--- src/include/ssp_pkg.sv ---
// constants, register map and types shared by the serial shift port files
package ssp_pkg;
    localparam int unsigned SSP_ADDR_W     = 12;
    localparam int unsigned SSP_DATA_W     = 32;
    localparam int unsigned SSP_BYTE_W     = 8;
    localparam int unsigned SSP_CNT_W      = 4;
    localparam int unsigned SSP_SYNC_STAGES = 2;

    // register indices; byte address is four times the index
    localparam logic [7:0] SSP_IDX_INT_DISABLE = 8'hc2;
    localparam logic [7:0] SSP_IDX_SHIFT_DATA  = 8'hdd;
    localparam logic [7:0] SSP_IDX_CTRL        = 8'he0;
    localparam logic [7:0] SSP_IDX_STAT        = 8'he1;
    localparam logic [7:0] SSP_IDX_MASK        = 8'he2;
    localparam logic [7:0] SSP_IDX_PINS        = 8'he3;

    // control field positions
    localparam int unsigned SSP_CTRL_MASTER  = 0;
    localparam int unsigned SSP_CTRL_SCL_LVL = 1;
    localparam int unsigned SSP_CTRL_SOUT_OD = 2;
    localparam int unsigned SSP_CTRL_ACK     = 3;
    localparam int unsigned SSP_CTRL_STRETCH = 4;
    localparam int unsigned SSP_CTRL_W       = 5;

    // status and mask field positions
    localparam int unsigned SSP_ST_DONE  = 0;
    localparam int unsigned SSP_ST_START = 1;
    localparam int unsigned SSP_ST_STOP  = 2;
    localparam int unsigned SSP_ST_W     = 3;

    // pins register field positions
    localparam int unsigned SSP_PIN_SCL   = 0;
    localparam int unsigned SSP_PIN_SIN   = 1;
    localparam int unsigned SSP_PIN_ARMED = 2;
    localparam int unsigned SSP_PIN_DONE  = 3;
    localparam int unsigned SSP_PIN_CNT   = 4;

    // reset values
    localparam logic [SSP_CTRL_W-1:0] SSP_CTRL_RST  = 5'h02;
    localparam logic [SSP_ST_W-1:0]   SSP_MASK_RST  = 3'h0;
    localparam logic [SSP_BYTE_W-1:0] SSP_DATA_RST  = 8'h00;
    localparam logic [SSP_CNT_W-1:0]  SSP_CNT_RST   = 4'h0;
    localparam logic [SSP_CNT_W-1:0]  SSP_CNT_FULL  = 4'h8;

    typedef enum logic [0:0] {
        SSP_BS_IDLE,
        SSP_BS_RDATA
    } ssp_bus_e;
endpackage

--- src/include/ssp_pin_if.sv ---
// synchronised pin levels and edges passed from the pin sampler to the port core
`timescale 1ns/1ps
interface ssp_pin_if;
    logic scl_lvl;
    logic sin_lvl;
    logic scl_fall;
    logic sin_fall;
    logic sin_rise;

    modport sampler (
        output scl_lvl,
        output sin_lvl,
        output scl_fall,
        output sin_fall,
        output sin_rise
    );
    modport core (
        input scl_lvl,
        input sin_lvl,
        input scl_fall,
        input sin_fall,
        input sin_rise
    );
endinterface

--- src/rtl/ssp_top.sv ---
// serial shift port core with AHB-Lite register slave and pin drivers
//
// Overview of operation
// RULE1 - eight-bit shift register, four-bit edge counter
// RULE2 - data leaves most significant bit first
// RULE3 - shift and count on clock falling edge
// RULE4 - shift left, sample input into bit zero
// RULE5 - slave mode: partner drives the clock pin
// RULE6 - master mode: software toggles clock pin
// RULE7 - after eight edges counter blocks further shifting
// RULE8 - eighth edge interrupts unless data write intervenes
// RULE9 - interrupt disarmed after reset
// RULE10 - data write arms, disable write disarms
// RULE11 - interrupt signalled as high-to-low transition
// RULE12 - reset or data write clears counter
// RULE13 - data-out open-drain, data-in input only (code pulls data-in low while SSP_CTRL_ACK is set)
// RULE14 - open-drain data-out carries shift register output
// RULE15 - slave may stretch clock by holding low
// RULE16 - ninth pulse acknowledge by pulling data-in low
// RULE17 - start via data-in fall, stop polled
// RULE18 - chip-select external; data pins may tie
//
// Register access over AHB-Lite was chosen for this implementation.
`timescale 1ns/1ps
module ssp_top #(
    parameter int unsigned ADDR_W = ssp_pkg::SSP_ADDR_W
) (
    input  wire logic                            hclk,
    input  wire logic                            hresetn,
    input  wire logic                            hsel,
    input  wire logic [ADDR_W-1:0]               haddr,
    input  wire logic [1:0]                      htrans,
    input  wire logic                            hwrite,
    input  wire logic [2:0]                      hsize,
    input  wire logic [ssp_pkg::SSP_DATA_W-1:0]  hwdata,
    input  wire logic                            hready,
    output logic      [ssp_pkg::SSP_DATA_W-1:0]  hrdata,
    output logic                                 hreadyout,
    output logic                                 hresp,
    output logic                                 irq,
    output logic                                 shift_irq_n,
    input  wire logic                            scl_i,
    output logic                                 scl_o,
    output logic                                 scl_oe,
    input  wire logic                            sin_i,
    output logic                                 sin_o,
    output logic                                 sin_oe,
    output logic                                 sout_o,
    output logic                                 sout_oe
);
    import ssp_pkg::*;

    if (ADDR_W < 10) begin : g_bad_addr
        $error("ssp_top needs at least ten address bits");
    end

    typedef struct packed {
        ssp_bus_e                bus;
        logic                    wr_pend;
        logic [7:0]              idx;
        logic [SSP_DATA_W-1:0]   rdata;
        logic                    ready;
        // RULE1 eight-bit shifter, four-bit counter
        logic [SSP_BYTE_W-1:0]   shreg;
        logic [SSP_CNT_W-1:0]    cnt;
        logic                    armed;
        logic                    irq_n;
        logic [SSP_CTRL_W-1:0]   ctrl;
        logic [SSP_ST_W-1:0]     stat;
        logic [SSP_ST_W-1:0]     mask;
        logic                    irq;
        logic                    scl_oe;
        logic                    sin_oe;
        logic                    sout_oe;
    } ssp_state_s;

    ssp_state_s st_reg;
    ssp_state_s st_next;

    ssp_pin_if pins ();

    ssp_pin_sync #(
        .STAGES (SSP_SYNC_STAGES)
    ) u_sync (
        .hclk    (hclk),
        .hresetn (hresetn),
        .scl_i   (scl_i),
        .sin_i   (sin_i),
        .pins    (pins)
    );

    ////////////////////////////////////////////////////////////////////////////////////////
    // bus decode

    logic       addr_take;
    logic       in_range;
    logic [7:0] addr_idx;
    logic       wr_data;
    logic       wr_dis;
    logic       wr_ctrl;
    logic       wr_stat;
    logic       wr_mask;
    logic       shift_ok;
    logic       byte_end;
    logic [SSP_ST_W-1:0] events;

    assign addr_take = hsel & htrans[1] & hready;
    assign addr_idx  = haddr[9:2];
    assign in_range  = (haddr[ADDR_W-1:10] == '0);

    assign wr_data = st_reg.wr_pend & (st_reg.idx == SSP_IDX_SHIFT_DATA);
    assign wr_dis  = st_reg.wr_pend & (st_reg.idx == SSP_IDX_INT_DISABLE);
    assign wr_ctrl = st_reg.wr_pend & (st_reg.idx == SSP_IDX_CTRL);
    assign wr_stat = st_reg.wr_pend & (st_reg.idx == SSP_IDX_STAT);
    assign wr_mask = st_reg.wr_pend & (st_reg.idx == SSP_IDX_MASK);

    ////////////////////////////////////////////////////////////////////////////////////////
    // shift engine

    // RULE7 terminal count gate
    // count_done_output is low once bit three of the counter is set
    logic count_done_output;
    assign count_done_output = ~st_reg.cnt[SSP_CNT_W-1];
    // RULE3 falling edge advances
    assign shift_ok = pins.scl_fall & count_done_output;
    assign byte_end = shift_ok & (st_reg.cnt == SSP_CNT_FULL - 4'h1);

    // RULE17 start and stop seen while the clock sits high
    assign events = {pins.sin_rise & pins.scl_lvl,
                     pins.sin_fall & pins.scl_lvl,
                     byte_end & st_reg.armed};

    always_comb begin
        st_next = st_reg;

        // a read waits one cycle so it sees any write still in its data phase
        st_next.wr_pend = 1'b0;
        st_next.ready   = 1'b1;
        st_next.bus     = SSP_BS_IDLE;
        case (st_reg.bus)
            SSP_BS_IDLE: begin
                if (addr_take && in_range) begin
                    st_next.idx     = addr_idx;
                    st_next.wr_pend = hwrite;
                    if (!hwrite) begin
                        st_next.bus   = SSP_BS_RDATA;
                        st_next.ready = 1'b0;
                    end
                end else if (addr_take) begin
                    st_next.idx = 8'h00;
                end
            end
            SSP_BS_RDATA: begin
                case (st_reg.idx)
                    SSP_IDX_SHIFT_DATA: st_next.rdata = {24'h000000, st_reg.shreg};
                    SSP_IDX_CTRL:       st_next.rdata = {27'h0000000, st_reg.ctrl};
                    SSP_IDX_STAT:       st_next.rdata = {29'h00000000, st_reg.stat};
                    SSP_IDX_MASK:       st_next.rdata = {29'h00000000, st_reg.mask};
                    SSP_IDX_PINS: begin
                        st_next.rdata = 32'h00000000;
                        st_next.rdata[SSP_PIN_SCL]   = pins.scl_lvl;
                        st_next.rdata[SSP_PIN_SIN]   = pins.sin_lvl;
                        st_next.rdata[SSP_PIN_ARMED] = st_reg.armed;
                        st_next.rdata[SSP_PIN_DONE]  = ~count_done_output;
                        st_next.rdata[SSP_PIN_CNT +: SSP_CNT_W] = st_reg.cnt;
                    end
                    default:            st_next.rdata = 32'h00000000;
                endcase
            end
            default: begin
                st_next.bus = SSP_BS_IDLE;
            end
        endcase

        // RULE4 shift toward msb, sample input
        if (shift_ok) begin
            st_next.shreg = {st_reg.shreg[SSP_BYTE_W-2:0], pins.sin_lvl};
            st_next.cnt   = st_reg.cnt + 4'h1;
        end

        // RULE8 eighth edge drops the request
        // RULE11 request is a falling level
        if (byte_end && st_reg.armed) begin
            st_next.irq_n = 1'b0;
        end

        // RULE12 data write restarts counter
        // RULE10 data write arms the interrupt
        if (wr_data) begin
            st_next.shreg = hwdata[SSP_BYTE_W-1:0];
            st_next.cnt   = SSP_CNT_RST;
            st_next.armed = 1'b1;
            st_next.irq_n = 1'b1;
        end
        // RULE10 any disable write disarms
        if (wr_dis) begin
            st_next.armed = 1'b0;
            st_next.irq_n = 1'b1;
        end

        if (wr_ctrl) begin
            st_next.ctrl = hwdata[SSP_CTRL_W-1:0];
        end
        if (wr_mask) begin
            st_next.mask = hwdata[SSP_ST_W-1:0];
        end
        // new events win over a clearing write in the same cycle
        if (wr_stat) begin
            st_next.stat = st_reg.stat & ~hwdata[SSP_ST_W-1:0];
        end
        st_next.stat = st_next.stat | events;
        st_next.irq  = |(st_next.stat & st_next.mask);

        // RULE5 slave leaves the clock pin an input
        // RULE6 master drives the software clock level
        // RULE15 stretch holds clock low
        st_next.scl_oe = (st_next.ctrl[SSP_CTRL_MASTER] & ~st_next.ctrl[SSP_CTRL_SCL_LVL])
                       | st_next.ctrl[SSP_CTRL_STRETCH];
        // RULE16 acknowledge pulls data-in low
        // RULE13 data-in is otherwise never driven
        st_next.sin_oe = st_next.ctrl[SSP_CTRL_ACK];
        // RULE2 msb presented first
        // RULE14 open-drain enable routes the shift msb
        // RULE18 released high so tied data pins share one wire
        st_next.sout_oe = st_next.ctrl[SSP_CTRL_SOUT_OD] & ~st_next.shreg[SSP_BYTE_W-1];
    end

    // RULE9 reset leaves the interrupt disarmed
    always_ff @(posedge hclk or negedge hresetn) begin
        if (!hresetn) begin
            st_reg         <= '0;
            st_reg.bus     <= SSP_BS_IDLE;
            st_reg.ready   <= 1'b1;
            st_reg.shreg   <= SSP_DATA_RST;
            st_reg.cnt     <= SSP_CNT_RST;
            st_reg.irq_n   <= 1'b1;
            st_reg.ctrl    <= SSP_CTRL_RST;
            st_reg.mask    <= SSP_MASK_RST;
        end else begin
            st_reg <= st_next;
        end
    end

    assign hrdata      = st_reg.rdata;
    assign hreadyout   = st_reg.ready;
    assign hresp       = 1'b0;
    assign irq         = st_reg.irq;
    assign shift_irq_n = st_reg.irq_n;
    assign scl_o       = 1'b0;
    assign scl_oe      = st_reg.scl_oe;
    assign sin_o       = 1'b0;
    assign sin_oe      = st_reg.sin_oe;
    assign sout_o      = 1'b0;
    assign sout_oe     = st_reg.sout_oe;
endmodule

--- src/rtl/ssp_pin_sync.sv ---
// two-flop synchroniser and edge finder for the clock and data-in pins
`timescale 1ns/1ps
module ssp_pin_sync #(
    parameter int unsigned STAGES = ssp_pkg::SSP_SYNC_STAGES
) (
    input  wire logic      hclk,
    input  wire logic      hresetn,
    input  wire logic      scl_i,
    input  wire logic      sin_i,
    ssp_pin_if.sampler     pins
);
    import ssp_pkg::*;

    typedef struct packed {
        logic [STAGES-1:0] scl_sh;
        logic [STAGES-1:0] sin_sh;
        logic              scl_old;
        logic              sin_old;
    } ssp_sync_s;

    ssp_sync_s sync_reg;
    ssp_sync_s sync_next;

    if (STAGES < 2) begin : g_bad_stages
        $error("ssp_pin_sync needs at least two stages");
    end

    // only the last stage is read; the first stage feeds the second alone
    always_comb begin
        sync_next         = sync_reg;
        sync_next.scl_sh  = {sync_reg.scl_sh[STAGES-2:0], scl_i};
        sync_next.sin_sh  = {sync_reg.sin_sh[STAGES-2:0], sin_i};
        sync_next.scl_old = sync_reg.scl_sh[STAGES-1];
        sync_next.sin_old = sync_reg.sin_sh[STAGES-1];
    end

    always_ff @(posedge hclk or negedge hresetn) begin
        if (!hresetn) begin
            sync_reg <= '1;
        end else begin
            sync_reg <= sync_next;
        end
    end

    assign pins.scl_lvl  = sync_reg.scl_sh[STAGES-1];
    assign pins.sin_lvl  = sync_reg.sin_sh[STAGES-1];
    assign pins.scl_fall = sync_reg.scl_old & ~sync_reg.scl_sh[STAGES-1];
    assign pins.sin_fall = sync_reg.sin_old & ~sync_reg.sin_sh[STAGES-1];
    assign pins.sin_rise = ~sync_reg.sin_old & sync_reg.sin_sh[STAGES-1];
endmodule

--- config.mk ---
export PLATFORM = sky130hd
export DESIGN_NAME = ssp_top
export DESIGN_NICKNAME = d
export VERILOG_FILES = /design/src/include/ssp_pkg.sv /design/src/include/ssp_pin_if.sv /design/src/rtl/ssp_top.sv /design/src/rtl/ssp_pin_sync.sv
export SDC_FILE = /design/constraint.sdc
export NUM_CORES = 1
export LEC_CHECK = 0
export BUFFER_PORTS_ARGS = -buffer_cell sky130_fd_sc_hd__buf_2
export CORE_UTILIZATION = 50
export DETAILED_ROUTE_END_ITERATION = 8
export GPL_TIMING_DRIVEN = 1
export PLACE_DENSITY = 0.81
export SETUP_SLACK_MARGIN = 0.15
export SYNTH_ARGS = -nofsm -noshare
export SYNTH_HDL_FRONTEND = slang
export SYNTH_SLANG_ARGS = --single-unit
export TNS_END_PERCENT = 30
--- constraint.sdc ---
create_clock -name hclk -period 3.2 [get_ports hclk]
set_input_delay 0.48 -clock hclk [delete_from_list [all_inputs] [get_ports hclk]]
set_output_delay 0.48 -clock hclk [all_outputs]
set_load 0.02 [all_outputs]
=== Yosys cells after proc, flatten, opt, wreduce, memory -nomap -nowiden ===
Cells that the tools add are included.

* Divide/modulo/power cells: 0
* $add $sub $neg: 1
* Bitwise operators: 29
* Shift operators: 0
* Reduce and logical (&&, ||, !) cells: 9
* Muxes and demuxes: 16
* Eq/ne operators: 7
* Magnitude comparators: 0
* Multipliers: 0

{| class="wikitable"
|+ Operators by type and width
! cell !! number
|-
| $eq A8 B8 Y1 const B || 6
|-
| $pmux W8 S5 || 1
|-
| $and A1 B1 Y1 || 17
|-
| $mux W8 || 2
|-
| $mux W14 || 1
|-
| $mux W12 || 1
|-
| $mux W10 || 1
|-
| $not A1 Y1 || 7
|-
| $and A3 B3 Y3 || 2
|-
| $mux W3 || 2
|-
| $reduce_bool A2 Y1 || 3
|-
| $mux W1 || 5
|-
| $mux W5 || 1
|-
| $add A4 B1 Y4 const B || 1
|-
| $eq A4 B3 Y1 const B || 1
|-
| $mux W2 || 2
|-
| $not A3 Y3 || 1
|-
| $or A3 B3 Y3 || 1
|-
| $reduce_bool A3 Y1 || 1
|-
| $reduce_or A3 Y1 || 1
|-
| $logic_and A1 B1 Y1 || 2
|-
| $logic_not A2 Y1 || 1
|-
| $reduce_and A2 Y1 || 1
|-
| $or A1 B1 Y1 || 1
|}

* Logic and storage cells: 83
* Latch bits: 0
* Memories: 0
* Bits in registers: 78
* Memory bits (writable): 0
* Output and inout bits: 42
* ROM bits: 0

=== Depth between registers and ports, before layout ===
Gate-level depths: netlist of the first run.

* Depth after elaboration: 9
* Depth in mapped cells: 6
* Mapped depth without buffers: 4

=== Modules after synthesis ===
From an unflattened synthesis of the first run, not the netlist that was laid out.

* Cells, all modules: 246
* Area total of the unflattened synthesis: 2595.0 um^2

{| class="wikitable"
|+ Modules (own cells, without submodules)
! module !! area an instance (um^2) !! times used !! cells an instance !! seq. area each (um^2)
|-
| ssp_top || 2416.1 || 1 || 237 || 1179.9
|-
| ssp_pin_sync || 178.9 || 1 || 9 || 157.7
|}

=== Worst setup path before layout of the first run ===
No wires, ideal clock.

* Kind: flip-flop to flip-flop
* Start: register st_reg[66] (netlist bit)
* End: register st_reg, in the netlist irq
* Stages on the path, launching flop included: 5
* Setup time: 0.126 ns
* Period minus slack after synthesis: 1.716 ns
* Arrival: 1.590 ns
* Setup slack: 1.484 ns
* Cells stage by stage: dfrtp_1 or4b_4 o31ai_2 a22oi_1 a221o_1

{| class="wikitable"
|+ RTL lines
! what !! line !! text
|-
| from (decl) || ssp_top.sv:77 || <nowiki>ssp_state_s st_reg;</nowiki>
|-
| from (signal assigned) || ssp_top.sv:240 || <nowiki>st_reg <= st_next;</nowiki>
|}

==> results of run 1 <==
cells in the final DEF, fill, tap and decap left out, types with 3 or more instances in the layout:
| cell | count |
|---|---|
| o21a_1 | 3 |
| clkbuf_8 | 6 |
| mux2_2 | 9 |
| nand2_1 | 33 |
| a22oi_1 | 10 |
| and3_1 | 3 |
| o22ai_1 | 4 |
| buf_2 | 39 |
| dfrtp_1 | 44 |
| dfstp_2 | 9 |
| inv_1 | 7 |
| conb_1 | 28 |
| mux2i_1 | 9 |
| o21ai_0 | 20 |
| nor2_1 | 10 |
| nand4_1 | 5 |
| o221ai_1 | 3 |
layout make-up:
type / instances / share of cell area
flip-flops and latches: 53 / 0.468
multi-input cells: 172 / 0.378
repair buffers: 41 / 0.0735
well taps: 70 / 0.0306
clock buffers: 7 / 0.0302
clock inverters: 1 / 0.0105
inverters: 7 / 0.00919
routing by layer:
layer	global-route usage	up-vias	part of all wire
li1	-	888	-
met1	0.277	907	0.47
met2	0.297	64	0.46
met3	0.0442	16	0.050
met4	0.0881	0	0.024
met5	0	-	0
Yosys cell counts (2+ instances only):
| cell type | n | area share |
|---|---|---|
| inv_1 | 7 | 0.0099 |
| a22oi_1 | 10 | 0.028 |
| or4_1 | 2 | 0.0057 |
| buf_4 | 36 | 0.10 |
| o221ai_1 | 3 | 0.0099 |
| a222oi_1 | 2 | 0.0075 |
| nand2_1 | 33 | 0.047 |
| nor2b_1 | 2 | 0.0047 |
| and4b_2 | 2 | 0.0085 |
| nor2_1 | 10 | 0.014 |
| o21ai_0 | 20 | 0.038 |
| nand4_1 | 5 | 0.012 |
| a21oi_1 | 2 | 0.0038 |
| clkbuf_1 | 5 | 0.0071 |
| o31ai_2 | 2 | 0.0094 |
| mux2_2 | 9 | 0.038 |
| mux2i_1 | 9 | 0.034 |
| o22ai_1 | 4 | 0.0094 |
| nand4b_1 | 2 | 0.0066 |
| o21a_1 | 3 | 0.0085 |
| dfrtp_1 | 44 | 0.41 |
| buf_2 | 2 | 0.0038 |
| and3_1 | 3 | 0.0071 |
| dfstp_2 | 9 | 0.089 |
per-stage QoR:
step | hold slack (ns) | util
2_1_floorplan | 0.184 | -
3_3_place_gp | 0.346 | 0.537
3_5_place_dp | 0.348 | 0.537
4_1_cts | 0.254 | 0.560
5_1_grt | 0.253 | 0.560
6_report | 0.249 | 0.560
final timing paths:
| path | slack, ns | end | start |
|---|---|---|---|
| worst max-delay path | 1.15 | sout_oe$_DFF_PN0_ | st_reg[62]$_DFFE_PN0P_ |
| worst min-delay path | 0.25 | st_reg[27]$_DFFE_PN0P_ | hresetn |
| worst max register to register | 1.15 | sout_oe$_DFF_PN0_ | st_reg[62]$_DFFE_PN0P_ |
| worst min register to register | 0.36 | u_sync.pins.scl_lvl$_DFF_PN1_ | u_sync.sync_next[5]$_DFF_PN1_ |
| max in group asynchronous | 2.14 | u_sync.sync_reg[1]$_DFF_PN1_ | hresetn |
| min in group hclk | 0.26 | u_sync.sync_next[3]$_DFF_PN1_ | sin_i |
power by group:
group | leakage [nW] | switching (mW) | internal [mW] | total, mW
sequential | 0.630 | 0.108 | 0.782 | 0.890
combinational | 0.555 | 0.168 | 0.120 | 0.288
clock | 0.0585 | 0.215 | 0.255 | 0.470
kinds of logic (layout without fill, tap and decap cells):
kind of cell / count (synthesis) / in the layout / synth area share
AOI/OAI and AO/OA: 51 / 51 / 0.132
xor gates and xnor gates: 2 / 2 / 0.00660
adders and majority gates: 1 / 1 / 0.00471
buffers and inverters: 51 / 56 / 0.127
DFF: 53 / 53 / 0.504
muxes: 18 / 18 / 0.0721
other: 1 / 28 / 0.00141
and+or+nand+nor: 72 / 72 / 0.153
worst max-delay path, cell delays in order, from the launching register on:
cell and delay, ns:
dfrtp_1 0.56, and4b_2 0.35, and3_1 0.62, o21ai_0 0.30, nor2b_1 0.15
==> results.ini, run 1 <==
[outcome]
status=completed

[final_layout]
fill_cells=479
final_nets=337
post_route_cells_drive_above_1_share=0.267
final_area_mm2=0.00286
ff_latch_area_mm2=0.00134
multi_input_area_mm2=0.00108
syn_to_final_growth_pct=7.73
final_cells=351
diodes=0
largest_reg_flops=34

[sta]
relSlewSlack=0.465
timing.final.ws_setup_ns=1.15
finalCriticalPeriod_ns=2.05
max_freq_mhz=489
tightest_slew_ns=0.803
hold_viol=0
maxSlewViolCount=0
timing.clock.skew_ns=0.00569
finalSetupTns_ns=0
timing.final.crit_share=0.640
rsz0062_at_grt=no
setup_viol_count_final=0

[detailed_routing]
drc=0
drtIter0Drc=140
final_antenna_net_count=0
via_per_inst=5.34
wire_per_inst_um=14.5
wirelength_um=5090
num_vias=1875
drtPass1Iterations=4

[critical_path]
worstPathRequired_ns=3.44
worstPathArrival_ns=2.29
ff2ff_path_depth=4
crit_type=reg -> reg
end_kind=register
cp-start-kind=register
worstPathMaxFanout=21

[clocking]
cts_tree=yes
clockRootBuffer=clkbuf_8
htreeDepth=2
cts_resized=0
postCtsHoldBufs=0
clockBufferDepth=2
clkTransAtPathRegs_ns=0.09
cts_buffers=5
post_cts.repair.setup_buffers=0
clock_sinks=53
insertion_delay_ns=0.31

[logic_synthesis]
syn_area_mm2=0.00265
synth-edff-count=0
ys_types=47
syn_inst=249
synth_seq_cells=53
yosys_warnings=0
synthFlopType=dfrtp_1
yosysSeqAreaShare=0.504
async_reset_ff_frac=1.00
avgSynthCellArea_um2=10.7

[placed_design]
placed_cell_area_mm2=0.00274
numPortBuffers=39
dp_hpwl_um=3660
gp_congestion=0.885
dp.cells=343
dp_slack_ns=1.22

[job]
maxCapViolCount=0

[global_routing]
track_usage=0.198
antenna_found_initial=0
gr-total-overflow=0
grt_pass1_wl_um=8140
grt_pass1_vias=1654
grt_max_degree=37

[floorplan]
core_area_mm2=0.00511
die_h_um=74.9
fp-row-count=26
initial_core_util=0.520
die_x_um=74.9
io_pins=98
die-area_mm2=0.00560

[pwr]
p_leak_nw=1.24
vdd_drop_max_v=0.000283
power.total_mw=1.65
power_density_mw_per_mm2=577

[hold_path]
hp-class=in -> async

No activity file was read; power rests on OpenSTA's default activity.
==> run 2, diff against run 1 <==
--- a/config.mk
+++ b/config.mk
@@ -5,11 +5,12 @@
 export SDC_FILE = /design/constraint.sdc
 export NUM_CORES = 1
 export LEC_CHECK = 0
+export ABC_AREA = 1
 export BUFFER_PORTS_ARGS = -buffer_cell sky130_fd_sc_hd__buf_2
-export CORE_UTILIZATION = 50
+export CORE_UTILIZATION = 45
 export DETAILED_ROUTE_END_ITERATION = 8
 export GPL_TIMING_DRIVEN = 1
-export PLACE_DENSITY = 0.81
+export PLACE_DENSITY = 0.76
 export SETUP_SLACK_MARGIN = 0.15
 export SYNTH_ARGS = -nofsm -noshare
 export SYNTH_HDL_FRONTEND = slang
==> constraint.sdc (replaced) <==
create_clock -name hclk -period 1.8 [get_ports hclk]
set_input_delay 0.27 -clock hclk [delete_from_list [all_inputs] [get_ports hclk]]
set_output_delay 0.27 -clock hclk [all_outputs]
set_load 0.02 [all_outputs]
==> run 2 against run 1 <==
Final area increased by 6.9%; via count increased by 17%; cell count increased by 28%; fmax increased by 33%; die area increased by 17%; clock skew decreased by 0.00050 ns; non-clock buffer count increased by 7; combinational power increased by 45%; register-to-register slack got worse by 0.89 ns; clock power increased by 55%; power increased by 58%; largest cell class unchanged; largest power group unchanged.
==> results.ini, run 2 <==
[outcome]
status=completed  ; unchanged

[final_layout]
mostFrequentLayoutCells=89 x nand2_1, 49 x nand3_1, 44 x dfrtp_1  ; was 44 x dfrtp_1, 39 x buf_2, 33 x nand2_1
final_nets=432  ; was 337
post_route_cells_drive_above_1_share=0.231  ; was 0.267
finalCoreUtilization=0.513  ; was 0.560
largest_reg_flops=34  ; unchanged
final_area_mm2=0.00306  ; was 0.00286 mm2
syn_to_final_growth_pct=8.87  ; was 7.73%
layout_commonest_cell=nand2_1  ; was dfrtp_1
diodes=0  ; unchanged

[sta]
hold_viol=0  ; unchanged
max_freq_mhz=652  ; was 489 MHz
maxSlewViolCount=0  ; unchanged
finalCriticalPeriod_ns=1.53  ; was 2.05 ns
tightest_slew_ns=0.526  ; was 0.803 ns
timing.final.crit_share=0.853  ; was 0.640
relSlewSlack=0.647  ; was 0.465
timing.clock.skew_ns=0.00518  ; was 0.00569 ns
finalSetupTns_ns=0  ; unchanged
rsz0062_at_grt=yes  ; was no
timing.final.ws_setup_ns=0.265  ; was 1.15 ns
setup_viol_count_final=0  ; unchanged

[logic_synthesis]
synth-edff-count=0  ; unchanged
synthFlopType=dfrtp_1  ; unchanged
ys_types=31  ; was 47
synth_top_area_frac=0.392  ; was 0.415
yosysMostFrequentCell=nand2_1  ; was dfrtp_1
syn_area_mm2=0.00281  ; was 0.00265 mm2
synthTopCellsByArea=dfrtp_1 39%, nand2_1 12%, buf_4 9.9%  ; was dfrtp_1 41%, buf_4 10%, dfstp_2 8.9%
synth_common_cells=89 x nand2_1, 49 x nand3_1, 44 x dfrtp_1  ; was 44 x dfrtp_1, 36 x buf_4, 33 x nand2_1
yosys_warnings=0  ; unchanged
synth_seq_cells=53  ; unchanged
syn_inst=336  ; was 249
async_reset_ff_frac=1.00  ; unchanged
avgSynthCellArea_um2=8.35  ; was 10.7 um2
synth_top_area_cell=dfrtp_1  ; unchanged
yosysSeqAreaShare=0.477  ; was 0.504

[floorplan]
die_x_um=81.0  ; was 74.9 um
initial_core_util=0.471  ; was 0.520
die-area_mm2=0.00656  ; was 0.00560 mm2
fp-row-count=28  ; was 26
die_h_um=81.0  ; was 74.9 um
io_pins=98  ; unchanged
core_area_mm2=0.00596  ; was 0.00511 mm2

[critical_path]
worstPathMaxFanout=9  ; was 21
cp-start-kind=register  ; unchanged
crit_family=flip-flops  ; was simple AND/OR/NAND/NOR gates
path_cells=inv_1, nand3_1, inv_1, buf_4, nand2_1, o21ai_1, o21ai_2, nor2_1  ; was and4b_2, and3_1, o21ai_0, nor2b_1
end_kind=register  ; unchanged
crit_buf_inv=3  ; was 0
ff2ff_setup_slack_ns=0.27  ; was 1.15 ns
worstPathRequired_ns=2.00  ; was 3.44 ns
crit_type=reg -> reg  ; unchanged
slowest_delay_ns=0.59  ; was 0.62 ns
worstPathArrival_ns=1.73  ; was 2.29 ns
crit_slowest_cell=dfstp_2  ; was and3_1
crit_top_cell=inv_1

[pwr]
p_comb_frac=0.160  ; was 0.175
swShare=0.294  ; was 0.298
p_clk_frac=0.279  ; was 0.285
vdd_drop_max_v=0.000409  ; was 0.000283 V
intPower_mw=1.84  ; was 1.16 mW
power.total_mw=2.61  ; was 1.65 mW
seq_power_share=0.560  ; was 0.540
p_sw_mw=0.767  ; was 0.491 mW
p_leak_nw=1.61  ; was 1.24 nW
power_density_mw_per_mm2=854  ; was 577 mW/mm2

[global_routing]
gr-total-overflow=0  ; unchanged
grt_pass1_wl_um=9250  ; was 8140 um
grt_pass1_vias=2050  ; was 1,654
grt_max_degree=24  ; was 37
track_usage=0.186  ; was 0.198
antenna_found_initial=0  ; unchanged

[clocking]
cts_tree=yes  ; unchanged
htreeDepth=2  ; unchanged
insertion_delay_ns=0.30  ; was 0.31 ns
post_cts.repair.setup_buffers=0  ; unchanged
clockRootBuffer=clkbuf_8  ; unchanged
clockBufferDepth=2  ; unchanged
cts_buffers=5  ; unchanged
clkTransAtPathRegs_ns=0.09  ; about the same
clock_sinks=53  ; unchanged

[detailed_routing]
num_vias=2203  ; was 1,875
drtIter0Drc=173  ; was 140
wire_per_inst_um=12.6  ; was 14.5 um
drc=0  ; unchanged
drtPass1Iterations=6  ; was 4
via_per_inst=4.88  ; was 5.34
final_antenna_net_count=0  ; unchanged
wirelength_um=5660  ; was 5090 um

[placed_design]
gp_congestion=0.887  ; was 0.885
dp_slack_ns=0.262  ; was 1.22 ns
numPortBuffers=39  ; unchanged
dp_hpwl_um=4410  ; was 3660 um
placed_cell_area_mm2=0.00294  ; was 0.00274 mm2

[hold_path]
hp-class=in -> reg  ; was in -> async

[job]
maxCapViolCount=0  ; unchanged

run 2: cell types whose count changed in the layout (fill, tap and decap cells not counted), moves of 9 or more:
cell     delta
nand3_1    +48
nand2_1    +56
mux2i_1     -9
o21ai_0    -10
mux2_2      -9
a22oi_1    -10
inv_1      +21
run 2: power groups by stage:
stage               Clock [mW]  Sequential [mW]  Combinational [mW]
floorplan                    0             1.46               0.327
global route             0.789             1.48               0.481
CTS                      0.742             1.46               0.421
global placement             0             1.48               0.400
detailed placement           0             1.48               0.418
finish                   0.729             1.46               0.418
run 2: logic make-up (layout without fill, tap and decap cells):
kind of cell               count (synthesis)  after routing  share of synthesized area
and+or+nand+nor                          182            182                      0.307
xor gates and xnor gates                   1              1                    0.00312
AOI/OAI and AO/OA                         22             22                     0.0468
DFF                                       53             53                      0.477
buffers and inverters                     76             89                      0.161
other                                      1             28                    0.00134
adders and majority gates                  1              1                    0.00446
run 2: final cells by class:
cell class	count	area, um2
fill	581	2900
sequential	53	1340
multi-input combinational	234	1120
timing repair buffer	48	278
inverter	33	126
clock buffer	7	96.3
tap	75	93.8
clock inverter	1	5.00
run 2: final timing paths:
path                                                       to  cells after the start                          start
worst max-delay path                        sout_oe$_DFF_PN0_                      8  u_sync.pins.scl_lvl$_DFF_PN1_
worst min-delay path            u_sync.sync_next[5]$_DFF_PN1_                      1                          scl_i
worst max register to register              sout_oe$_DFF_PN0_                      8  u_sync.pins.scl_lvl$_DFF_PN1_
worst min register to register  u_sync.pins.scl_lvl$_DFF_PN1_                      0  u_sync.sync_next[5]$_DFF_PN1_
max in group asynchronous                st_reg[11]$_DFF_PN1_                      3                        hresetn
min in group asynchronous              st_reg[13]$_DFFE_PN0P_                      2                        hresetn
run 2: worst reg2reg max path: cells and delay by family (launching register included):
family / cells / cell delay (ns)
AO/OA/AOI/OAI: 2 / 0.20
buffers and inverters: 3 / 0.39
flip-flops: 1 / 0.59
AND/OR/NAND/NOR: 3 / 0.25
run 2: routing by layer:
metal  wire length [um]  vias up  global-route usage  part of all wire
met3                382       11              0.0438             0.067
met2               2610       84               0.304              0.46
li1                   -     1088                   -                 -
met4                 95        0              0.0643             0.017
met5                  0        -                   0                 0
met1               2570     1020               0.241              0.45
run 2: repair_timing:
action                                 in CTS  in global routing
setup endpoints to repair                   0                  2
endpoints found under the hold margin      10                  0
hold buffers                                1                  0
resized for setup                           0                  1
run 2: through the flow:
stage / std cells / hold slack (ns)
final: 451 / 0.0550
after global routing: 451 / 0.0377
after CTS: 451 / 0.0485
after detailed placement: 442 / 0.217
after global placement: 442 / 0.214
after floorplan: 363 / -0.0256
==> run 3, diff against run 2 <==
--- a/config.mk
+++ b/config.mk
@@ -7,10 +7,12 @@
 export LEC_CHECK = 0
 export ABC_AREA = 1
 export BUFFER_PORTS_ARGS = -buffer_cell sky130_fd_sc_hd__buf_2
-export CORE_UTILIZATION = 45
+export CELL_PAD_IN_SITES_DETAIL_PLACEMENT = 1
+export CELL_PAD_IN_SITES_GLOBAL_PLACEMENT = 1
+export CORE_UTILIZATION = 32
 export DETAILED_ROUTE_END_ITERATION = 8
 export GPL_TIMING_DRIVEN = 1
-export PLACE_DENSITY = 0.76
+export PLACE_DENSITY_LB_ADDON = 0.1
 export SETUP_SLACK_MARGIN = 0.15
 export SYNTH_ARGS = -nofsm -noshare
 export SYNTH_HDL_FRONTEND = slang
==> run 3 against run 2 <==
Final area rose by 1.4%; sequential power about the same; non-clock buffer count decreased by 2; critical path depth did not move; power is 5.7% higher; setup slack gained 0.027 ns; sequential share of layout area decreased by 0.60 points; combinational power increased by 1%; first-iteration DRC count is 56% lower; highest routed layer unchanged.
==> results.ini, run 3 (synthesis gave the netlist of run 2 again) <==
[outcome]
status=completed  ; unchanged

[final_layout]
post_route_cells_drive_above_1_share=0.227  ; was 0.231
syn_to_final_growth_pct=10.4  ; was 8.87%
largest_reg_flops=34  ; unchanged
final_area_mm2=0.00310  ; was 0.00306 mm2
diodes=0  ; unchanged
final_nets=430  ; was 432
layout_commonest_cell=nand2_1  ; unchanged
finalCoreUtilization=0.371  ; was 0.513
mostFrequentLayoutCells=89 x nand2_1, 49 x nand3_1, 44 x dfrtp_1  ; unchanged

[sta]
timing.clock.skew_ns=0.00597  ; was 0.00518 ns
hold_viol=0  ; unchanged
finalSetupTns_ns=0  ; unchanged
max_freq_mhz=663  ; was 652 MHz
timing.final.crit_share=0.838  ; was 0.853
finalCriticalPeriod_ns=1.51  ; was 1.53 ns
timing.final.ws_setup_ns=0.292  ; was 0.265 ns
setup_viol_count_final=0  ; unchanged
maxSlewViolCount=0  ; unchanged
rsz0062_at_grt=yes  ; unchanged

[clocking]
cts_buffers=5  ; unchanged
htreeDepth=2  ; unchanged
cts_tree=yes  ; unchanged
clockBufferDepth=2  ; unchanged
post_cts.repair.setup_buffers=0  ; unchanged
clockRootBuffer=clkbuf_8  ; unchanged
insertion_delay_ns=0.30  ; about the same
clkTransAtPathRegs_ns=0.10  ; was 0.09 ns
clock_sinks=53  ; unchanged

[floorplan]
fp-row-count=33  ; was 28
die-area_mm2=0.00915  ; was 0.00656 mm2
die_h_um=95.7  ; was 81.0 um
die_x_um=95.7  ; was 81.0 um
io_pins=98  ; unchanged
initial_core_util=0.336  ; was 0.471
core_area_mm2=0.00834  ; was 0.00596 mm2

[pwr]
p_leak_nw=1.60  ; was 1.61 nW
power_density_mw_per_mm2=890  ; was 854 mW/mm2
power.total_mw=2.76  ; was 2.61 mW
vdd_drop_max_v=0.000316  ; was 0.000409 V

[critical_path]
worstPathArrival_ns=1.69  ; was 1.73 ns
crit_type=reg -> reg  ; unchanged
worstPathRequired_ns=1.99  ; was 2.00 ns
ff2ff_setup_slack_ns=0.29  ; was 0.27 ns
r2r-start=st_reg[67]$_DFFE_PN0P_  ; was u_sync.pins.scl_lvl$_DFF_PN1_
reg2reg_to=st_reg[25]$_DFFE_PN0P_  ; was sout_oe$_DFF_PN0_
end_kind=register  ; unchanged
worstPathMaxFanout=6  ; was 9
ff2ff_path_depth=8  ; unchanged
cp-start-kind=register  ; unchanged

[global_routing]
grt_util_met3=0.0311  ; was 0.0438
busiest_layer=met2  ; unchanged
gr-total-overflow=0  ; unchanged
track_usage=0.162  ; was 0.186
grtUsageMet2=0.252  ; was 0.304
grt_pass1_wl_um=11200  ; was 9250 um
grt_pass1_vias=2167  ; was 2,050
grt_max_degree=54  ; was 24
gr-usage-met1=0.235  ; was 0.241
antenna_found_initial=0  ; unchanged

[hold_path]
min_from=sin_i  ; was scl_i
hold_path_depth=1  ; unchanged
hp-class=in -> reg  ; unchanged
min_to=u_sync.sync_next[3]$_DFF_PN1_  ; was u_sync.sync_next[5]$_DFF_PN1_

[placed_design]
placed_cell_area_mm2=0.00297  ; was 0.00294 mm2
dp_slack_ns=0.256  ; was 0.262 ns
numPortBuffers=39  ; unchanged
gp_congestion=0.801  ; was 0.887
dp_hpwl_um=5140  ; was 4410 um

[detailed_routing]
final_antenna_net_count=0  ; unchanged
drtIter0Drc=76  ; was 173
wirelength_um=6740  ; was 5660 um
drc=0  ; unchanged
wire_per_inst_um=14.1  ; was 12.6 um
drtPass1Iterations=4  ; was 6
via_per_inst=4.52  ; was 4.88
num_vias=2165  ; was 2,203

[job]
maxCapViolCount=0  ; unchanged

==> run 3: cell types whose count changed in the layout (fill, tap and decap cells not counted) <==
cell	change
clkbuf_8	-1
inv_2	+1
inv_1	-1
clkbuf_1	+1
bufinv_16	+1
o21ai_1	-1
nor2_2	-1
o21ai_0	+1
nor2_4	+1
buf_4	-2
clkinv_2	-1
==> run 3: worst max-delay path: stages, from the launching register on <==
cell      delay (ns)
dfrtp_1         0.42
inv_1           0.10
nand2_1         0.13
nor2_4          0.16
nand3_2         0.15
nand2_1         0.14
inv_1           0.13
nand2_1         0.09
o211ai_1        0.08
==> run 3: how the worst max path moves through the flow <==
stage                                  from                     end  cells past startpoint  slack (ns)
6_report             st_reg[67]$_DFFE_PN0P_  st_reg[25]$_DFFE_PN0P_                      8        0.29
5_1_grt        u_sync.sync_reg[1]$_DFF_PN1_           irq$_DFF_PN0_                      8        0.15
4_1_cts        u_sync.sync_reg[1]$_DFF_PN1_           irq$_DFF_PN0_                      8        0.23
3_5_place_dp   u_sync.sync_reg[1]$_DFF_PN1_           irq$_DFF_PN0_                      8        0.26
3_3_place_gp   u_sync.sync_reg[1]$_DFF_PN1_           irq$_DFF_PN0_                      8        0.26
2_1_floorplan        st_reg[66]$_DFFE_PN0P_           irq$_DFF_PN0_                      8        0.56
==> run 3: layout make-up <==
cell class / count / area [um2]
fill: 1031 / 5240
sequential: 53 / 1340
multi-input combinational: 234 / 1120
timing repair buffer: 46 / 263
tap: 105 / 131
inverter: 33 / 126
clock buffer: 7 / 86.3
clock inverter: 1 / 30.0
==> run 3: power by group <==
part | switching [mW] | internal (mW)
combinational | 0.275 | 0.147
clock | 0.403 | 0.455
sequential | 0.133 | 1.34
total | 0.811 | 1.95
==> run 3: layer usage <==
layer / share of wire / wire, um / up-vias
met3: 0.031 / 207 / 4
li1: - / - / 1087
met2: 0.45 / 3040 / 42
met4: 0.0053 / 36 / 0
met1: 0.51 / 3450 / 1032
met5: 0 / 0 / -
==> run 3: what timing repair did <==
| item | 4_1_cts | 5_1_grt |
|---|---|---|
| resized for setup | 0 | 2 |
| hold buffers | 1 | 0 |
| endpoints found under the setup margin | 0 | 4 |
| hold endpoints to repair | 44 | 0 |
==> run 3: through the flow <==
stage                     cells  hold WS (ns)
after floorplan             363       -0.0256
after global placement      470         0.296
after CTS                   479        0.0368
after detailed placement    470         0.293
after global routing        479        0.0265
final                       479        0.0519
